==> src/shared/mgl_pkg.sv <==
// Purpose: Shared constants and types for the memory-management glue block
// Assumes: 20 MHz system clock; all bus strobes sampled synchronously
// Notes: Hold and search figures are plain defaults, not measured values
package mgl_pkg;

	// ------------------------------------------------------------------
	// Widths
	// ------------------------------------------------------------------
	localparam int MGL_UPA_W = 24; // Upper physical address, bits 8..31
	localparam int MGL_LOW_W = 8; // Low-order shared address, bits 0..7
	localparam int MGL_IDX_W = 3; // Translation cache index
	localparam int MGL_TAG_W = MGL_UPA_W - MGL_IDX_W;
	localparam int MGL_ENTRIES = 8;

	// ------------------------------------------------------------------
	// Timing
	// ------------------------------------------------------------------
	localparam int MGL_CLK_PERIOD_NS = 50;
	localparam int MGL_PA_HOLD_NS = 100; // Least hold of upper address after strobe
	localparam int MGL_PA_HOLD_RAW = (MGL_PA_HOLD_NS + MGL_CLK_PERIOD_NS - 1) / MGL_CLK_PERIOD_NS;
	localparam int MGL_PA_HOLD_CYC = (MGL_PA_HOLD_RAW < 1) ? 1 : MGL_PA_HOLD_RAW;
	localparam int MGL_SEARCH_CYC = 4; // Cycles spent walking the table on a miss
	localparam int MGL_CNT_W = 4;

	// ------------------------------------------------------------------
	// Reset values
	// ------------------------------------------------------------------
	localparam logic [MGL_UPA_W-1:0] MGL_UPA_RESET = 24'h00_0000;

	// ------------------------------------------------------------------
	// Types
	// ------------------------------------------------------------------
	typedef enum logic [2:0] {
		MGL_ST_IDLE = 3'b000,
		MGL_ST_TRANSLATE = 3'b001,
		MGL_ST_HOLD = 3'b010,
		MGL_ST_SEARCH = 3'b011,
		MGL_ST_REGACC = 3'b100
	} mgl_state_t;

	// Mechanism enables, all cleared by reset
	typedef struct packed {
		logic translate;
		logic breakpoint;
		logic access_level;
	} mgl_cfg_t;

endpackage : mgl_pkg

==> src/verilog/mgl_xcache.sv <==
// Purpose: Small direct-mapped translation cache for upper address pages
// Assumes: One lookup and at most one fill per cycle
// Notes: Flush clears every valid bit in one cycle, except the entry filled in that cycle
module mgl_xcache
(
	// Clock and reset
	input wire logic clk,
	input wire logic resetn,
	input wire logic clk_en,
	// Lookup
	input wire logic [mgl_pkg::MGL_UPA_W-1:0] lookup_page,
	output logic hit,
	output logic [mgl_pkg::MGL_UPA_W-1:0] hit_page,
	// Fill and flush
	input wire logic fill,
	input wire logic [mgl_pkg::MGL_UPA_W-1:0] fill_logical,
	input wire logic [mgl_pkg::MGL_UPA_W-1:0] fill_physical,
	input wire logic flush
);
	import mgl_pkg::*;

	logic [MGL_TAG_W-1:0] tag_mem [MGL_ENTRIES];
	logic [MGL_UPA_W-1:0] phys_mem [MGL_ENTRIES];
	logic [MGL_ENTRIES-1:0] valid;
	wire [MGL_IDX_W-1:0] look_idx = lookup_page[MGL_IDX_W-1:0];
	wire [MGL_IDX_W-1:0] fill_idx = fill_logical[MGL_IDX_W-1:0];

	// ------------------------------------------------------------------
	// Lookup
	// ------------------------------------------------------------------
	// Tag compare against the indexed entry
	assign hit = valid[look_idx] && (tag_mem[look_idx] == lookup_page[MGL_UPA_W-1:MGL_IDX_W]);
	assign hit_page = phys_mem[look_idx];

	// ------------------------------------------------------------------
	// Storage
	// ------------------------------------------------------------------
	// Valid bits per entry; a fill in the flush cycle wins, it holds a fresh walk
	genvar e;
	generate
		for (e = 0; e < MGL_ENTRIES; e++)
		begin : g_entry
			always_ff @(posedge clk or negedge resetn)
			begin
				if (!resetn)
					valid[e] <= 1'b0;
				else if (clk_en && fill && (fill_idx == MGL_IDX_W'(e)))
					valid[e] <= 1'b1;
				else if (clk_en && flush)
					valid[e] <= 1'b0;
			end

			// Data array needs no reset; valid guards it
			always_ff @(posedge clk)
			begin
				if (clk_en && fill && (fill_idx == MGL_IDX_W'(e)))
				begin
					tag_mem[e] <= fill_logical[MGL_UPA_W-1:MGL_IDX_W];
					phys_mem[e] <= fill_physical;
				end
			end
		end
	endgenerate

endmodule : mgl_xcache

==> src/verilog/mgl_glue.sv <==
// Purpose: Device-side bus sequencing of the paged memory management unit
// Assumes: Strobes active low and synchronous to clk
// Notes: Physical strobe and upper address are registered outputs
//
// What this block does
// - Drive upper address, hold after strobe negates
// - Never drive low shared address lines
// - Float upper address when bus granted away, after any cycle in progress ends
// - Reset disables translation, breakpoints, access levels
// - Sample timing input only translation, register access
module mgl_glue
(
	// Clock and reset
	input wire logic clk,
	input wire logic resetn,
	input wire logic clk_en,
	// Logical bus side
	input wire logic logical_address_strobe_n,
	input wire logic [mgl_pkg::MGL_UPA_W-1:0] logical_page,
	input wire logic register_select,
	input wire logic nonnative_timing_input_n,
	// Table walk result and configuration
	input wire logic [mgl_pkg::MGL_UPA_W-1:0] walk_page,
	input wire logic cfg_write,
	input wire mgl_pkg::mgl_cfg_t cfg_data,
	// Physical bus arbitration
	input wire logic physical_bus_grant_n,
	// Physical bus side
	output logic physical_address_strobe_n,
	output logic [mgl_pkg::MGL_UPA_W-1:0] upper_physical_address,
	output logic upper_physical_address_oe,
	output logic low_order_shared_address_oe,
	output logic data_buffer_disable_n,
	// Status
	output logic nonnative_timing_seen,
	output logic register_cycle,
	output mgl_pkg::mgl_cfg_t mech_enable
);
	import mgl_pkg::*;

	mgl_state_t state;
	mgl_state_t next_state;
	logic [MGL_CNT_W-1:0] count;
	logic las_d;
	logic cfg_seen;

	// ------------------------------------------------------------------
	// Decode
	// ------------------------------------------------------------------
	// Cycle start is the falling edge of the logical strobe
	wire las_fall = las_d && !logical_address_strobe_n;
	wire las_high = logical_address_strobe_n;
	wire granted = !physical_bus_grant_n;
	wire cache_hit;
	wire [MGL_UPA_W-1:0] cache_page;
	wire need_search = mech_enable.translate && !cache_hit;
	wire start_cycle = las_fall && !granted;
	wire search_done = (state == MGL_ST_SEARCH) && (count == '0);
	wire hold_done = (state == MGL_ST_HOLD) && (count == '0);
	// A fresh walk is not in the cache until the next edge, so use it directly
	wire [MGL_UPA_W-1:0] cached_page = search_done ? walk_page : cache_page;
	// Translation off means the page passes through unmapped
	wire [MGL_UPA_W-1:0] mapped_page = mech_enable.translate ? cached_page : logical_page;
	// Register access never searches, so it samples at its start even on a miss
	wire sample_start = start_cycle && (register_select || !need_search);

	mgl_xcache u_cache
	(
		.clk(clk),
		.resetn(resetn),
		.clk_en(clk_en),
		.lookup_page(logical_page),
		.hit(cache_hit),
		.hit_page(cache_page),
		.fill(search_done),
		.fill_logical(logical_page),
		.fill_physical(walk_page),
		.flush(cfg_write && !cfg_data.translate)
	);

	// ------------------------------------------------------------------
	// Sequencer
	// ------------------------------------------------------------------
	// Next state; a granted bus blocks any new cycle
	always_comb
	begin
		next_state = state;
		case (state)
			MGL_ST_IDLE:
				if (start_cycle && register_select)
					next_state = MGL_ST_REGACC;
				else if (start_cycle && need_search)
					next_state = MGL_ST_SEARCH;
				else if (start_cycle)
					next_state = MGL_ST_TRANSLATE;
			MGL_ST_SEARCH:
				if (search_done)
					next_state = MGL_ST_TRANSLATE;
			MGL_ST_TRANSLATE:
				if (las_high)
					next_state = MGL_ST_HOLD;
			MGL_ST_HOLD:
				if (hold_done)
					next_state = MGL_ST_IDLE;
			MGL_ST_REGACC:
				if (las_high)
					next_state = MGL_ST_IDLE;
			default:
				next_state = MGL_ST_IDLE;
		endcase
	end

	// State, counter and strobe history
	always_ff @(posedge clk or negedge resetn)
	begin
		if (!resetn)
		begin
			state <= MGL_ST_IDLE;
			count <= '0;
			las_d <= 1'b1;
		end
		else if (clk_en)
		begin
			state <= next_state;
			las_d <= logical_address_strobe_n;
			if (state == MGL_ST_IDLE && next_state == MGL_ST_SEARCH)
				count <= MGL_CNT_W'(MGL_SEARCH_CYC - 1);
			else if (state == MGL_ST_TRANSLATE && next_state == MGL_ST_HOLD)
				count <= MGL_CNT_W'(MGL_PA_HOLD_CYC - 1);
			else if (count != '0)
				count <= count - 1'b1;
		end
	end

	// ------------------------------------------------------------------
	// Physical bus outputs
	// ------------------------------------------------------------------
	// Address stays driven through the hold window, then floats
	always_ff @(posedge clk or negedge resetn)
	begin
		if (!resetn)
		begin
			physical_address_strobe_n <= 1'b1;
			upper_physical_address <= MGL_UPA_RESET;
			upper_physical_address_oe <= 1'b0;
			low_order_shared_address_oe <= 1'b0;
			data_buffer_disable_n <= 1'b0; // Lets the config buffer drive in reset
		end
		else if (clk_en)
		begin
			data_buffer_disable_n <= 1'b1;
			low_order_shared_address_oe <= 1'b0;
			physical_address_strobe_n <= (next_state != MGL_ST_TRANSLATE);
			if (next_state == MGL_ST_TRANSLATE)
			begin
				upper_physical_address <= mapped_page;
				upper_physical_address_oe <= 1'b1;
			end
			else if (next_state == MGL_ST_IDLE)
				upper_physical_address_oe <= 1'b0;
		end
	end

	// ------------------------------------------------------------------
	// Timing input and mode enables
	// ------------------------------------------------------------------
	// Timing input read only at translation or register cycle start
	always_ff @(posedge clk or negedge resetn)
	begin
		if (!resetn)
		begin
			nonnative_timing_seen <= 1'b0;
			register_cycle <= 1'b0;
			mech_enable <= '0;
			cfg_seen <= 1'b0;
		end
		else if (clk_en)
		begin
			register_cycle <= (next_state == MGL_ST_REGACC);
			if (state == MGL_ST_IDLE && sample_start)
				nonnative_timing_seen <= !nonnative_timing_input_n;
			else if (search_done)
				nonnative_timing_seen <= !nonnative_timing_input_n;
			if (cfg_write)
			begin
				mech_enable <= cfg_data;
				cfg_seen <= 1'b1;
			end
		end
	end

	// ------------------------------------------------------------------
	// Checks
	// ------------------------------------------------------------------
	a_pa_hold_after: assert property (@(posedge clk) disable iff (!resetn)
		(clk_en && $rose(physical_address_strobe_n)) |-> upper_physical_address_oe [*2])
		else $error("upper address not held after strobe negation");

	a_pa_valid_strobe: assert property (@(posedge clk) disable iff (!resetn)
		!physical_address_strobe_n |-> upper_physical_address_oe)
		else $error("physical strobe without upper address drive");

	a_low_never_driven: assert property (@(posedge clk) disable iff (!resetn)
		!low_order_shared_address_oe)
		else $error("low shared address driven");

	a_grant_floats_pa: assert property (@(posedge clk) disable iff (!resetn)
		(clk_en && granted && state == MGL_ST_IDLE) |=>
		(!upper_physical_address_oe && physical_address_strobe_n))
		else $error("upper address driven while bus granted");

	a_reset_mech_off: assert property (@(posedge clk) disable iff (!resetn)
		!cfg_seen |-> (mech_enable == '0))
		else $error("mechanism enabled without configuration after reset");

	a_search_ignores_timing: assert property (@(posedge clk) disable iff (!resetn)
		(state == MGL_ST_SEARCH && count != '0) |=> $stable(nonnative_timing_seen))
		else $error("timing input sampled during table search");

	a_regacc_samples_timing: assert property (@(posedge clk) disable iff (!resetn)
		(clk_en && state == MGL_ST_IDLE && start_cycle && register_select) |=>
		(nonnative_timing_seen == !$past(nonnative_timing_input_n) && register_cycle))
		else $error("timing input not sampled at register access");

endmodule : mgl_glue

==> config.mk <==
export PLATFORM = sky130hd
export DESIGN_NAME = mgl_glue
export DESIGN_NICKNAME = d
export VERILOG_FILES = /design/src/shared/mgl_pkg.sv /design/src/verilog/mgl_xcache.sv /design/src/verilog/mgl_glue.sv
export SDC_FILE = /design/constraint.sdc
export NUM_CORES = 1
export LEC_CHECK = 0
export BUFFER_PORTS_ARGS = -buffer_cell sky130_fd_sc_hd__buf_4
export CAP_MARGIN = 0
export CORE_UTILIZATION = 49
export DETAILED_ROUTE_END_ITERATION = 7
export PLACE_DENSITY = 0.66
export REMOVE_ABC_BUFFERS = 1
export SYNTH_ARGS = -nofsm -noshare
export SYNTH_HDL_FRONTEND = slang
export SYNTH_HIERARCHICAL = 1
export SYNTH_SLANG_ARGS = --single-unit
==> constraint.sdc <==
create_clock -name clk -period 11 [get_ports clk]
set_clock_uncertainty 0.05 [all_clocks]
set_input_delay 0.55 -clock clk [delete_from_list [all_inputs] [get_ports clk]]
set_output_delay 0.55 -clock clk [all_outputs]
set_load 0.05 [all_outputs]
* Yosys cells after proc, flatten, opt, wreduce, memory -nomap -nowiden *
Memories as Yosys holds them, arrays and structs flattened.
Cells that the tools add are included.

storage, ports and cells
  memories = 2
  input bits = 59
  register bits after elaboration = 48
  word-level logic and storage cells = 191
  RAM bits = 360

memories
  name              words  width  rd ports  clocked after memory_dff  wr ports  line              text
  u_cache.phys_mem  8      24     1         0                         1         mgl_xcache.sv:23  logic [MGL_UPA_W-1:0] phys_mem [MGL_ENTRIES];
  u_cache.tag_mem   8      21     1         0                         1         mgl_xcache.sv:22  logic [MGL_TAG_W-1:0] tag_mem [MGL_ENTRIES];

operators by class
  $lt $le $gt $ge = 1
  add/subtract/negate cells = 1
  reduce and logical (&&, ||, !) cells = 64
  multiplexer cells = 86
  eq/ne operators = 17

operators by type and width
  kind                                                                      count
  24-bit 2-to-1 mux                                                         9
  24-bit OR reduction                                                       7
  21-bit 2-to-1 mux                                                         7
  21-bit OR reduction                                                       7
  3-bit 2-to-1 mux                                                          21
  1-bit 2-to-1 mux                                                          44
  1-bit logical AND                                                         23
  21-bit equality test                                                      1
  2-bit nonzero test                                                        10
  3-bit by 2-bit equality test with 1-bit output (second input constant)    6
  3-bit equality test (second input constant)                               6
  3-bit case mux with 5 select lines                                        1
  4-bit 2-to-1 mux                                                          3
  2-bit AND reduction                                                       5
  3-bit by 1-bit equality test with 1-bit output (second input constant)    3
  3-bit logical NOT                                                         3
  1-bit logical NOT                                                         5
  4-bit logical NOT                                                         1
  3-bit by 4-bit < comparator with 1-bit output (second input constant)     1
  4-bit nonzero test                                                        1
  4-bit by 1-bit subtractor with 4-bit output (second input constant)       1
  1-bit binary-select mux with 3-bit select                                 1
  3-bit by 1-bit inequality test with 1-bit output (second input constant)  1
  3-bit nonzero test                                                        1
  1-bit logical OR                                                          1

* Depth between registers and ports, before layout *
Gate-level depths: netlist of run 1.

  depth in word-level cells = 14
  depth in mapped cells = 16
  depth with buffers taken out = 10

* Modules after synthesis *
Netlist of run 1, hierarchy kept.

by module, submodules not included
  module      cells each  area an instance (µm²)  times used
  mgl_xcache  624         14179.8                 1
  mgl_glue    265         2479.9                  1

* Worst setup path after synthesis of run 1 *
OpenSTA, ideal clock, no wires.

  path kind = register to register
  from = register count[0]
  to = memory u_cache.phys_mem[0][0], enable pin
  slack = 5.672 ns
  arrival time = 4.771 ns
  cell stages (with the launch flop) = 9
  buffers on the path = 2
  library setup time = 0.506 ns
  required time = 10.444 ns
  cell sequence = dfrtp_1 -> inv_1 -> ha_1 -> or3b_1 -> clkbuf_1 -> clkbuf_1 -> nor2_1 -> nand3b_1 -> nor3_1

on the way
  cells in the longest elaborated chain, start to end = 14
  elaborated cells on any way between the ends = 48
  those cells by class = 30 x mux; 18 x reduce/logical

ends and longest elaborated chain
  what                                                                                 line              text
  start: declaration                                                                   mgl_glue.sv:43    logic [MGL_CNT_W-1:0] count;
  start signal: assignment                                                             mgl_glue.sv:127   count <= MGL_CNT_W'(MGL_SEARCH_CYC - 1);
  start signal: assignment                                                             mgl_glue.sv:129   count <= MGL_CNT_W'(MGL_PA_HOLD_CYC - 1);
  start signal: assignment                                                             mgl_glue.sv:131   count <= count - 1'b1;
  4-bit logical NOT *                                                                  mgl_glue.sv:58    wire search_done = (state == MGL_ST_SEARCH) && (count == '0);
  1-bit logical AND *                                                                  mgl_glue.sv:58
  named net search_done                                                                mgl_glue.sv:58
  1-bit logical AND *                                                                  mgl_xcache.sv:56  if (clk_en && fill && (fill_idx == MGL_IDX_W'(e)))
  1-bit logical AND                                                                    mgl_xcache.sv:56
  1-bit 2-to-1 mux                                                                     mgl_xcache.sv:56
  1-bit 2-to-1 mux (implied by the code)                                               mgl_xcache.sv:59  phys_mem[e] <= fill_physical;
  24-bit OR reduction (no line)                                                        --
  3-bit 2-to-1 mux (no line) / 1-bit 2-to-1 mux (equally long branches) (7 in series)  --
  end: declaration                                                                     mgl_xcache.sv:23

The timed path passes the listed nets; every way through them passes the cells marked *.

* Final worst setup path of run 1 *
  from = input port logical_page[0] (netlist name)
  to = register upper_physical_address[0] (netlist name)

on the way
  cells in the longest elaborated chain, start to end = 11
  elaborated cells on any way between the ends = 16
  those cells by class = 2 x eq/ne; 7 x mux; 5 x reduce/logical; 2 x memory

ends and longest elaborated chain
  what                                                                                        line              text
  start: declaration                                                                          mgl_glue.sv:19    input wire logic [mgl_pkg::MGL_UPA_W-1:0] logical_page,
  memory read 8 x 21 bit / 1-bit binary-select mux with 3-bit select (equally long branches)  --
  21-bit equality test / 1-bit 2-to-1 mux (equally long branches)                             mgl_xcache.sv:32  assign hit = valid[look_idx] && (tag_mem[look_idx] == lookup_page[MGL_UPA_W-1:MGL_IDX_W]);
  1-bit logical AND *                                                                         mgl_xcache.sv:32
  named net cache_hit                                                                         mgl_glue.sv:54    wire cache_hit;
  1-bit logical NOT *                                                                         mgl_glue.sv:56    wire need_search = mech_enable.translate && !cache_hit;
  1-bit logical AND *                                                                         mgl_glue.sv:56
  1-bit logical AND *                                                                         mgl_glue.sv:92    else if (start_cycle && need_search)
  3-bit 2-to-1 mux *                                                                          mgl_glue.sv:92
  3-bit 2-to-1 mux *                                                                          mgl_glue.sv:90    if (start_cycle && register_select)
  3-bit case mux with 5 select lines *                                                        mgl_glue.sv:88    case (state)
  3-bit by 1-bit equality test with 1-bit output *                                            mgl_glue.sv:154   if (next_state == MGL_ST_TRANSLATE)
  2-bit AND reduction (no line) *                                                             --
  end signal: assignment                                                                      mgl_glue.sv:156   upper_physical_address <= mapped_page;
  end: declaration                                                                            mgl_glue.sv:30    output logic [mgl_pkg::MGL_UPA_W-1:0] upper_physical_address,

The timed path passes the listed nets; every way through them passes the cells marked *. The select of a mux whose other input is x is not followed.
A chain may end at the register's enable or synchronous reset.

==> summary.txt, run 1 <==
Synthesis
  • Ys async rst share: 11.76%
  • Ys Warns: 6
  • Share of the synthesized area in the top cell type: 64.89%
  • Count leader, synth: edfxtp_1
  • Syn Inst Count: 889
  • Synthesized area: approximately 17000 µm²
  • Synth area leaders: edfxtp_1 65%, mux4_2 9.5%, dfrtp_1 6.9%, mux2_2 3.4%, mux2i_1 1.9%
  • Library cells used by synthesis: 56
  • Synth Flop Type: edfxtp_1
  • Avg Inst Size Synth: ~19 µm²
  • Post-Synth Adder-Cell Area: less than 1%
  • Post-synth top area cell: edfxtp_1
  • Synth top cells by count: 360 x edfxtp_1, 70 x mux4_2, 50 x mux2_2
  • Synth Area in Compound Gates: 4.401%
  • Number of synthesized register bits: approximately 410
  • Register area share after synthesis: 72.11%
  • Post-Synth XOR/XNOR Area: approximately 1.1%
  • Largest family of logic cells by synthesized area: multiplexers
  • Mux contribution to synthesized area: 16.84%
  • Number of synthesized flops with an enable pin: 360
  • Post-Synth Simple-Gate Area: 3.402%

Placement
  • DP HPWL: 19280 µm
  • Port Buffers: 90
  • Gpl congestion: 0.7486
  • Placed cell area: 17810 µm²
  • DP Worst Slack: 4784 ps

CTS
  • H-tree levels: 2
  • Hold-fix buffers, CTS: 0
  • Clock Tree Buf Depth: 3
  • Post-CTS setup repair buffer count: 0
  • Post-CTS resize count: 0
  • Clock root cell: clkbuf_16
  • Latest clock arrival within the worst-skew pair: 540 ps
  • CTS tree: yes
  • Sink Count: 408
  • Clock-pin slew on the worst setup and hold paths: ~60 ps
  • CTS Buf Count: 42

Global route
  • Total track usage: 20.36%
  • Met3 GRT Util: under 10%
  • First-pass GRT wire length: 53440 µm
  • Met2 Use GR: between 30 and 40%
  • GRT busiest layer: met2
  • Routing usage on met1: 29.03%
  • Vias in the first global route: between 8000 and 9000
  • Largest net degree at the start of global routing: 69
  • Initial antenna violation count: 0
  • Grt ovf: 0

Floorplanning
  • Die W: approximately 190 µm
  • I/O pin cnt: 92
  • Starting density of the core: 49.68%
  • Cell Rows: 67
  • Placeable Area: 33530 µm²
  • Die Area: around 35000 µm²
  • Die Ht: ~190 µm

STA
  • Setup TNS: 0 ps
  • Final period demand of the worst path: about 5500 ps
  • Pins Over Slew Limit: 0
  • Worst rel slew slack: between 10% and 20%
  • Period utilization: ~50%
  • Post-route setup slack: ~5500 ps
  • Max Freq: roughly 180 MHz
  • Fin. Hold Viols: 0
  • Endpoints failing setup: 0
  • Unrepaired setup endpoints after global routing: no
  • Actual slew at the worst max-slew pin: between 1000 and 1500 ps

Power and ir drop
  • Leak: about 6.6 nW
  • Peak VDD IR: 0.1292 mV
  • Total Power: 3.753 mW
  • PD cells: 195.7 nW/µm²

Job
  • Total of max-cap violations: 0

Outcome
  • Outcome: finished clean

Setup path
  • Critical path startpoint: logical_page[0]
  • Worst r2r src: u_cache/tag_mem[3][2]
  • Reg2reg end: upper_physical_address[0]
  • Critical path class: in -> reg
  • Flop2flop setup slack: 6750 ps
  • CP arrival: between 5000 and 6000 ps
  • Reg2reg path depth: 11
  • Worst-path fanout max: 68
  • Startpoint type of the worst setup path: primary input
  • Crit. End Element: flop
  • Worst EP required: 11360 ps
  • Most common cell on crit path: buf_4
  • Critical Path Max Stage Delay: 770 ps
  • Critical path, cell by cell: buf_6 -> buf_4 -> mux4_2 -> mux2i_1 -> xor2_1 -> nand2_1 -> or4_4 -> nor4_2 -> or3b_2 -> o31ai_4 -> nor4_4 -> buf_4 -> mux2_2
  • Setup crit end: upper_physical_address[0]
  • Critical-path top delay cell: buf_4

Final layout
  • Final Cell Area: between 15000 and 20000 µm²
  • Syn-to-layout area delta: 15.13%
  • Layout cells sized above 1: 30.96%
  • Final-stage net count: ~1100
  • Core Util, Final: 57.20%
  • Diode count: 0

Route
  • WL/cell: 23.63 µm
  • Routed vias/inst: approximately 5.7
  • Drt pass-1 iters: 7
  • Vias: 8444
  • Drt initial violations: roughly 700
  • DRT Wirelength: 34780 µm
  • Routed Antenna Nets: 0
  • Number of remaining DRC errors: 0

Worst hold path
  • Hold WC Path Type: in -> async
## per-layer routing
| layer | wire length (µm) | up-vias |
|---|---|---|
| met5 | 0 | - |
| met4 | 526 | 0 |
| met3 | 1769 | 42 |
| met2 | 17200 | 215 |
| met1 | 15290 | 4404 |
| li1 | - | 3783 |
## layout make-up
class,count,area [µm²]
timing repair buffer,106,799.5
multi-input combinational,409,4352
fill,2554,14350
tap,448,560.5
clock inverter,23,237.7
sequential,408,12020
clock buffer,55,1130
inverter,23,86.33
## cells by family (layout without fill, tap and decap cells)
kind of cell,Yosys count,count (layout)
adder cells (fa/ha/maj),1,1
AND/OR/NAND/NOR,104,104
multiplexers,174,174
buffers and inverters,72,207
XOR/XNOR,20,20
other,1,1
AO/OA/AOI/OAI,109,109
flip-flops,408,408
## worst min-delay path by stage
stage,start,endpoint,cells past startpoint
finish,resetn,mech_enable[0],1
global route,resetn,mech_enable[0],1
CTS,resetn,upper_physical_address[2],1
detailed placement,u_cache/valid[3],u_cache/valid[3],1
global placement,data_buffer_disable_n,data_buffer_disable_n,1
floorplan,resetn,count[0],0
## registers in the layout (all words and copies together), names as in the netlist
signal and count:
count 4, data_buffer_disable_n 1, las_d 1, mech_enable 3, nonnative_timing_seen 1, physical_address_strobe_n 1
register_cycle 1, state 3, u_cache/phys_mem 192, u_cache/tag_mem 168, u_cache/valid 8, upper_physical_address 24
upper_physical_address_oe 1
## where the power goes
group	internal [mW]	leakage, nW	switching, mW
Combinational	0.199	2.13	0.365
Sequential	1.74	3.83	0.0504
Clock	0.823	0.661	0.573
Total	2.77	6.62	0.988
## placed cells by master, fill, tap and decap left out, types with 11 or more instances in the layout
| cell | instances |
|---|---|
| mux4_2 | 70 |
| clkbuf_16 | 42 |
| mux2_2 | 50 |
| nand4_1 | 13 |
| mux2i_1 | 32 |
| a21oi_1 | 18 |
| buf_4 | 105 |
| o21ai_0 | 35 |
| edfxtp_1 | 360 |
| o31a_1 | 17 |
| xor2_1 | 11 |
| dfrtp_1 | 45 |
| nor2_1 | 35 |
| inv_1 | 23 |
## stage by stage
stage | cells | hold WS, ps
3_5_place_dp | 1394 | 410.3
2_1_floorplan | 840 | 204.4
4_1_cts | 1472 | 25.52
6_report | 1472 | 18.24
5_1_grt | 1472 | 59.71
3_3_place_gp | 1394 | 404.0
## worst max-delay path, delay by kind of cell
family	cells	cell delay [ps]
simple gates	5	1880
compound gates	1	110
mux	3	1130
buf+inv	3	1900
xor+xnor	1	220
Power figures use the tool's default switching activity.
==> run 2, diff against run 1 <==
- clock period: 11 -> 5.24 ns (I/O delays scaled with it)
==> run 2 against run 1 <==
The flow now finishes with violations (DRC). Clock-buffer cell count rose by 4. Total power rose by 110%. Register-to-register slack got worse by 5500 ps. Routed wire length increased by 2.1%. First-iteration DRC count shrank 2.2%. Worst setup slack got worse by 4300 ps. Hold slack about the same. Flip-flop and latch count unchanged. Critical path depth shrank 1. Cell count rose by 3.7%. Utilization increased by 1.4 points. Non-clock buffer count is 56 higher.
==> summary.txt, run 2 (synthesis results as in run 1) <==
Final layout
  • Diode count: 0 (unchanged)
  • Layout cells sized above 1: 29.29% (was 30.96%)
  • Final-stage net count: 1106 (was 1050)
  • Final Cell Area: 19650 µm² (was 19180 µm²)
  • Registers with the most flip-flops: u_cache/phys_mem x192, u_cache/tag_mem x168, upper_physical_address x24 (unchanged)
  • Commonest non-fill, non-tap cells in the layout: 360 x edfxtp_1, 110 x buf_4, 70 x mux4_2 (was 360 x edfxtp_1, 105 x buf_4, 70 x mux4_2)
  • Syn-to-layout area delta: 17.94% (was 15.13%)
  • Fillers: 2527 (was 2554)
  • Reg with most FFs: u_cache/phys_mem (unchanged)
  • Most common cell after layout, fill and taps aside: edfxtp_1 (unchanged)
  • Max reg flops: 192 (unchanged)

Setup path
  • Critical path class: in -> reg (unchanged)
  • CP arrival: 4410 ps (was 5890 ps)
  • Flop2flop setup slack: 1290 ps (was 6750 ps)
  • Critical-path top delay cell: mux4_1 (was buf_4)
  • Worst EP required: 5600 ps (was 11360 ps)
  • Startpoint type of the worst setup path: primary input (unchanged)
  • Critical path, cell by cell: buf_6 -> mux4_1 -> mux2i_1 -> xor2_1 -> nand4_1 -> or4_4 -> nor4_2 -> or3b_2 -> o31ai_4 -> nor4_4 -> buf_4 -> mux2_2 (was buf_6 -> buf_4 -> mux4_2 -> mux2i_1 -> xor2_1 -> nand2_1 -> or4_4 -> nor4_2 -> or3b_2 -> o31ai_4 -> nor4_4 -> buf_4 -> mux2_2)
  • Critical path buffers and inverters: 2 (was 3)
  • Critical Path Max Stage Delay: 640 ps (was 770 ps)
  • Critical path's top delay family: simple AND/OR/NAND/NOR gates (was buffers and inverters)
  • Worst-path fanout max: 61 (was 68)
  • Crit. End Element: flop (unchanged)

STA
  • Max Freq: 246.4 MHz
  • Actual slew at the worst max-slew pin: 932.2 ps (was 1208 ps)
  • Worst rel slew slack: 37.71% (was 19.06%)
  • Fin. Hold Viols: 0 (unchanged)
  • Endpoints failing setup: 0 (unchanged)
  • Hold WS: 18.02 ps (was 18.24 ps)
  • Period utilization: around 77%
  • Final period demand of the worst path: 4058 ps
  • Unrepaired setup endpoints after global routing: no (unchanged)
  • Pins Over Slew Limit: 0 (unchanged)

Route
  • DRT Wirelength: 35520 µm (was 34780 µm)
  • WL/cell: 23.26 µm (was 23.63 µm)
  • Routed vias/inst: 5.731 (was 5.736)
  • Vias: 8752 (was 8444)
  • Drt initial violations: 667 (was 682)
  • Number of remaining DRC errors: 3 (was 0)
  • Routed Antenna Nets: 0 (unchanged)
  • Drt pass-1 iters: 7 (unchanged)

Worst hold path
  • Hold WC Path Type: in -> reg (was in -> async)

CTS
  • Sink Count: 408 (unchanged)
  • Post-CTS setup repair buffer count: 0 (unchanged)
  • H-tree levels: 2 (unchanged)
  • Clock-pin slew on the worst setup and hold paths: 60 ps (about the same)
  • Clock root cell: clkbuf_16 (unchanged)
  • Clock Tree Buf Depth: 3 (unchanged)
  • CTS tree: yes (unchanged)
  • Latest clock arrival within the worst-skew pair: 540 ps (about the same)
  • CTS Buf Count: 42 (unchanged)

Floorplanning
  • Die Ht: 186.4 µm (unchanged)
  • Die W: 186.4 µm (unchanged)
  • Placeable Area: 33530 µm² (unchanged)
  • I/O pin cnt: 92 (unchanged)
  • Cell Rows: 67 (unchanged)
  • Die Area: 34740 µm² (unchanged)
  • Starting density of the core: 49.68% (unchanged)

Power and ir drop
  • Peak VDD IR: 0.2904 mV (was 0.1292 mV)
  • Sw frac: 26.49% (was 26.32%)
  • Seq pwr share: 48.5% (was 47.8%)
  • Clock network fraction of total power: 35.8% (was 37.2%)
  • Leak: 6.829 nW (was 6.623 nW)
  • Total Power: 7.742 mW (was 3.753 mW)
  • Pint: 5.691 mW (was 2.765 mW)
  • PD cells: 394.0 nW/µm² (was 195.7 nW/µm²)
  • Gate power share: 15.7% (was 15.0%)
  • Switching pwr: 2.051 mW (was 0.9880 mW)

Outcome
  • Outcome: complete, but fails checks (was finished clean)
  • Failing checks: DRC

Global route
  • Initial antenna violation count: 0 (unchanged)
  • Total track usage: 21.00% (was 20.36%)
  • Grt ovf: 0 (unchanged)
  • Vias in the first global route: 9175 (was 8751)
  • Largest net degree at the start of global routing: 62 (was 69)
  • First-pass GRT wire length: 55310 µm (was 53440 µm)

Placement
  • Gpl congestion: 0.7619 (was 0.7486)
  • Port Buffers: 90 (unchanged)
  • DP HPWL: 19500 µm (was 19280 µm)
  • Placed cell area: 17870 µm² (was 17810 µm²)

Job
  • Total of max-cap violations: 0 (unchanged)
[run 2: power groups by stage]
stage | Sequential [mW] | Combinational, mW | Clock [mW]
3_5_place_dp | 3.82 | 1.19 | 0
3_3_place_gp | 3.83 | 1.17 | 0
5_1_grt | 3.77 | 1.29 | 2.96
2_1_floorplan | 4.16 | 0.381 | 0
6_report | 3.76 | 1.21 | 2.77
4_1_cts | 3.76 | 1.22 | 2.83
[run 2: path summary, 6_finish.rpt]
| check | from | endpoint | cells after the start |
|---|---|---|---|
| worst min register to register | u_cache/valid[3] | u_cache/valid[3] | 1 |
| max in group asynchronous | resetn | mech_enable[2] | 2 |
| min in group asynchronous | resetn | upper_physical_address[13] | 2 |
| worst min-delay path | logical_page[18] | u_cache/tag_mem[1][15] | 1 |
| worst max register to register | u_cache/tag_mem[3][2] | upper_physical_address[4] | 11 |
| worst max-delay path | logical_page[0] | upper_physical_address[4] | 12 |
[run 2: repair_timing]
item	in CTS	in global routing
gates resized for setup	0	0
hold buffers	50	0
endpoints found under the hold margin	401	0
[run 2: routing by layer]
metal / share of wire, % / track usage [%]
met5: 0 / 0
met4: 1.7 / 5.308
met3: 4.5 / 2.784
met2: 49 / 35.06
met1: 44 / 29.39
[run 2: worst register-to-register path: cells and delay by family (launching register included)]
family / cells / cell delay, ps
DFF: 1 / 350
xor gates and xnor gates: 1 / 200
and+or+nand+nor: 5 / 1520
AOI/OAI and AO/OA: 1 / 110
buffers and inverters: 1 / 460
muxes: 3 / 1110
[run 2: layout make-up]
| type | instances | area [µm²] | area share, % |
|---|---|---|---|
| Sequential cell | 408 | 12020 | 61.15 |
| Multi-Input combinational cell | 409 | 4352 | 22.15 |
| Timing Repair Buffer | 162 | 1358 | 6.909 |
| Clock buffer | 59 | 1155 | 5.878 |
| Tap cell | 448 | 560.5 | 2.853 |
| Clock inverter | 18 | 122.6 | 0.6240 |
| Inverter | 23 | 86.33 | 0.4394 |
[run 2: per-stage QoR]
step	worst slack (ps)	utilization, %	TNS (ps)	std cells
after floorplan	-241.7	-	-21230	840
after global placement	666.5	53.29	0	1400
after detailed placement	585.4	53.29	0	1400
after CTS	1125	58.60	0	1527
after global routing	916.5	58.60	0	1527
final	1182	58.60	0	1527
==> run 3, diff against run 2 <==
- clock period: 5.24 -> 3.9 ns (I/O delays scaled with it)
==> run 3 against run 2 <==
The flow still finishes with violations (DRC). Flip-flop and latch count unchanged. Die area is the same. Clock power rose by 51%. Non-clock buffer count is 21 higher. Sequential share of layout area is 1.3 points lower. Critical path depth down 1. Hold slack gained 21 ps. Global-route usage rose by 0.14 points. Routed wire length rose by 2.0%. Clock-buffer cell count decreased by 9. First-iteration DRC count rose by 3.6%. Cell count rose by 1.4%. Critical path type is now reg -> reg. Largest cell class unchanged.
==> summary.txt, run 3 (synthesis results as in run 1) <==
Outcome
  • Outcome: complete, but fails checks (unchanged)
  • Failing checks: DRC (unchanged)

Floorplanning
  • Die Ht: 186.4 µm (unchanged)
  • Cell Rows: 67 (unchanged)
  • Die Area: 34740 µm² (unchanged)
  • I/O pin cnt: 92 (unchanged)
  • Starting density of the core: 49.68% (unchanged)
  • Die W: 186.4 µm (unchanged)
  • Placeable Area: 33530 µm² (unchanged)

Global route
  • GRT busiest layer: met2 (unchanged)
  • Met2 Use GR: 34.31% (was 35.06%)
  • Initial antenna violation count: 0 (unchanged)
  • Met3 GRT Util: 2.765% (was 2.784%)
  • Vias in the first global route: 9063 (was 9175)
  • Largest net degree at the start of global routing: 49 (was 62)
  • First-pass GRT wire length: 55340 µm (was 55310 µm)
  • Grt ovf: 0 (unchanged)
  • Total track usage: 21.14% (was 21.00%)
  • Routing usage on met1: 30.29% (was 29.39%)

STA
  • Period utilization: 95.23%
  • Endpoints failing setup: 0 (unchanged)
  • Final period demand of the worst path: approximately 3700 ps
  • Actual slew at the worst max-slew pin: 730.3 ps (was 932.2 ps)
  • Unrepaired setup endpoints after global routing: no (unchanged)
  • Max Freq: 269.2 MHz
  • Pins Over Slew Limit: 0 (unchanged)
  • Worst rel slew slack: 51.21% (was 37.71%)
  • Fin. Hold Viols: 0 (unchanged)

Setup path
  • Critical path, cell by cell: mux4_1 -> mux2i_1 -> xor2_1 -> nand2_1 -> or4_4 -> nor4_2 -> or3b_2 -> o31ai_4 -> nor4_4 -> buf_12 -> mux2_2 (was buf_6 -> mux4_1 -> mux2i_1 -> xor2_1 -> nand4_1 -> or4_4 -> nor4_2 -> or3b_2 -> o31ai_4 -> nor4_4 -> buf_4 -> mux2_2)
  • Reg2reg path depth: 11 (unchanged)
  • Worst EP required: 4270 ps (was 5600 ps)
  • Flop2flop setup slack: 190 ps (was 1290 ps)
  • Startpoint type of the worst setup path: flop (was primary input)
  • Worst r2r src: u_cache/tag_mem[3][6] (was u_cache/tag_mem[3][2])
  • Worst-path fanout max: 26 (was 61)
  • CP arrival: 4090 ps (was 4410 ps)
  • Critical-path top delay cell: or4_4 (was mux4_1)
  • Critical Path Max Stage Delay: 540 ps (was 640 ps)
  • Crit. End Element: flop (unchanged)
  • Critical path class: reg -> reg (was in -> reg)
  • Reg2reg end: upper_physical_address[4] (unchanged)

Route
  • Drt pass-1 iters: 7 (unchanged)
  • Vias: 8827 (was 8752)
  • Routed vias/inst: 5.699 (was 5.731)
  • DRT Wirelength: 36220 µm (was 35520 µm)
  • Drt initial violations: 691 (was 667)
  • Number of remaining DRC errors: 3 (unchanged)
  • WL/cell: 23.38 µm (was 23.26 µm)
  • Routed Antenna Nets: 0 (unchanged)

Final layout
  • Layout cells sized above 1: 30.97% (was 29.29%)
  • Final-stage net count: 1127 (was 1106)
  • Reg with most FFs: u_cache/phys_mem (unchanged)
  • Commonest non-fill, non-tap cells in the layout: 360 x edfxtp_1, 121 x buf_4, 70 x mux4_2 (was 360 x edfxtp_1, 110 x buf_4, 70 x mux4_2)
  • Max reg flops: 192 (unchanged)
  • Diode count: 0 (unchanged)
  • Syn-to-layout area delta: 20.48% (was 17.94%)
  • Core Util, Final: 59.86% (was 58.60%)
  • Fillers: 2513 (was 2527)
  • Registers with the most flip-flops: u_cache/phys_mem x192, u_cache/tag_mem x168, upper_physical_address x24 (unchanged)
  • Final Cell Area: 20070 µm² (was 19650 µm²)
  • Most common cell after layout, fill and taps aside: edfxtp_1 (unchanged)

Worst hold path
  • Hold WC Path Type: in -> reg (unchanged)
  • HP Start: cfg_write (was logical_page[18])
  • Worst Hold Depth: 3 (was 1)
  • Min-Delay Endpoint: mech_enable[1] (was u_cache/tag_mem[1][15])

CTS
  • CTS Buf Count: 42 (unchanged)
  • Clock-pin slew on the worst setup and hold paths: 60 ps (about the same)
  • Sink Count: 408 (unchanged)
  • CTS tree: yes (unchanged)
  • Latest clock arrival within the worst-skew pair: 540 ps (about the same)
  • H-tree levels: 2 (unchanged)
  • Clock Tree Buf Depth: 3 (unchanged)
  • Clock root cell: clkbuf_16 (unchanged)

Power and ir drop
  • Peak VDD IR: 0.4171 mV (was 0.2904 mV)
  • Total Power: 10.89 mW (was 7.742 mW)
  • Leak: 7.038 nW (was 6.829 nW)
  • PD cells: 542.6 nW/µm² (was 394.0 nW/µm²)

Placement
  • DP HPWL: 20690 µm (was 19500 µm)
  • Placed cell area: 18090 µm² (was 17870 µm²)
  • Gpl congestion: 0.7434 (was 0.7619)
  • Port Buffers: 90 (unchanged)

Job
  • Total of max-cap violations: 0 (unchanged)
## run 3: stage by stage
| step | hold WS, ps | TNS, ps | std cells | worst slack (ps) |
|---|---|---|---|---|
| CTS | 15.20 | 0 | 1549 | 132.2 |
| global placement | 240.5 | 0 | 1418 | 47.13 |
| detailed placement | 252.3 | 0 | 1418 | 7.139 |
| finish | 39.16 | 0 | 1549 | 186.0 |
| global route | 48.48 | 0 | 1549 | 6.930 |
| floorplan | -150.6 | -235570 | 840 | -1582 |
## run 3: how the worst max path moves through the flow
stage | startpoint | endpoint | depth (start not counted)
3_5_place_dp | logical_page[0] | upper_physical_address[4] | 13
2_1_floorplan | count[0] | u_cache/phys_mem[4][0] | 6
4_1_cts | u_cache/tag_mem[3][6] | upper_physical_address[3] | 11
5_1_grt | u_cache/tag_mem[3][6] | upper_physical_address[22] | 11
6_report | u_cache/tag_mem[3][6] | upper_physical_address[4] | 11
3_3_place_gp | logical_page[0] | upper_physical_address[5] | 13
## run 3: area by class of cell
type / instances / area [µm²] / area share (%)
Sequential cell: 408 / 12020 / 59.86
Clock buffer: 50 / 1101 / 5.486
Tap cell: 448 / 560.5 / 2.793
Inverter: 23 / 86.33 / 0.4301
Timing Repair Buffer: 183 / 1610 / 8.023
Multi-Input combinational cell: 409 / 4352 / 21.68
Clock inverter: 28 / 346.6 / 1.727
## run 3: metal layers
layer  wire length (µm)  share of wire (%)
met3               1712                4.7
met2              17680                 49
met1              16090                 44
met4                726                2.0
met5                  0                  0
## run 3: worst max-delay path, delay by kind of cell (launching register included)
family | cells | cell delay (ps)
AO/OA/AOI/OAI | 1 | 70
XOR/XNOR | 1 | 170
buffers and inverters | 1 | 260
flip-flops | 1 | 360
multiplexers | 3 | 1050
AND/OR/NAND/NOR | 5 | 1570
## run 3: report_power, final
part | internal, mW | total, mW | switching, mW | leakage [nW]
clock network | 2.55 | 4.19 | 1.64 | 0.711
logic | 0.611 | 1.63 | 1.02 | 2.50
registers | 4.92 | 5.07 | 0.150 | 3.83
## run 3: timing repair
action	in CTS	in global routing
gates resized for setup	0	0
hold buffers	53	0
hold endpoints to repair	417	0
buffers inserted	0	0
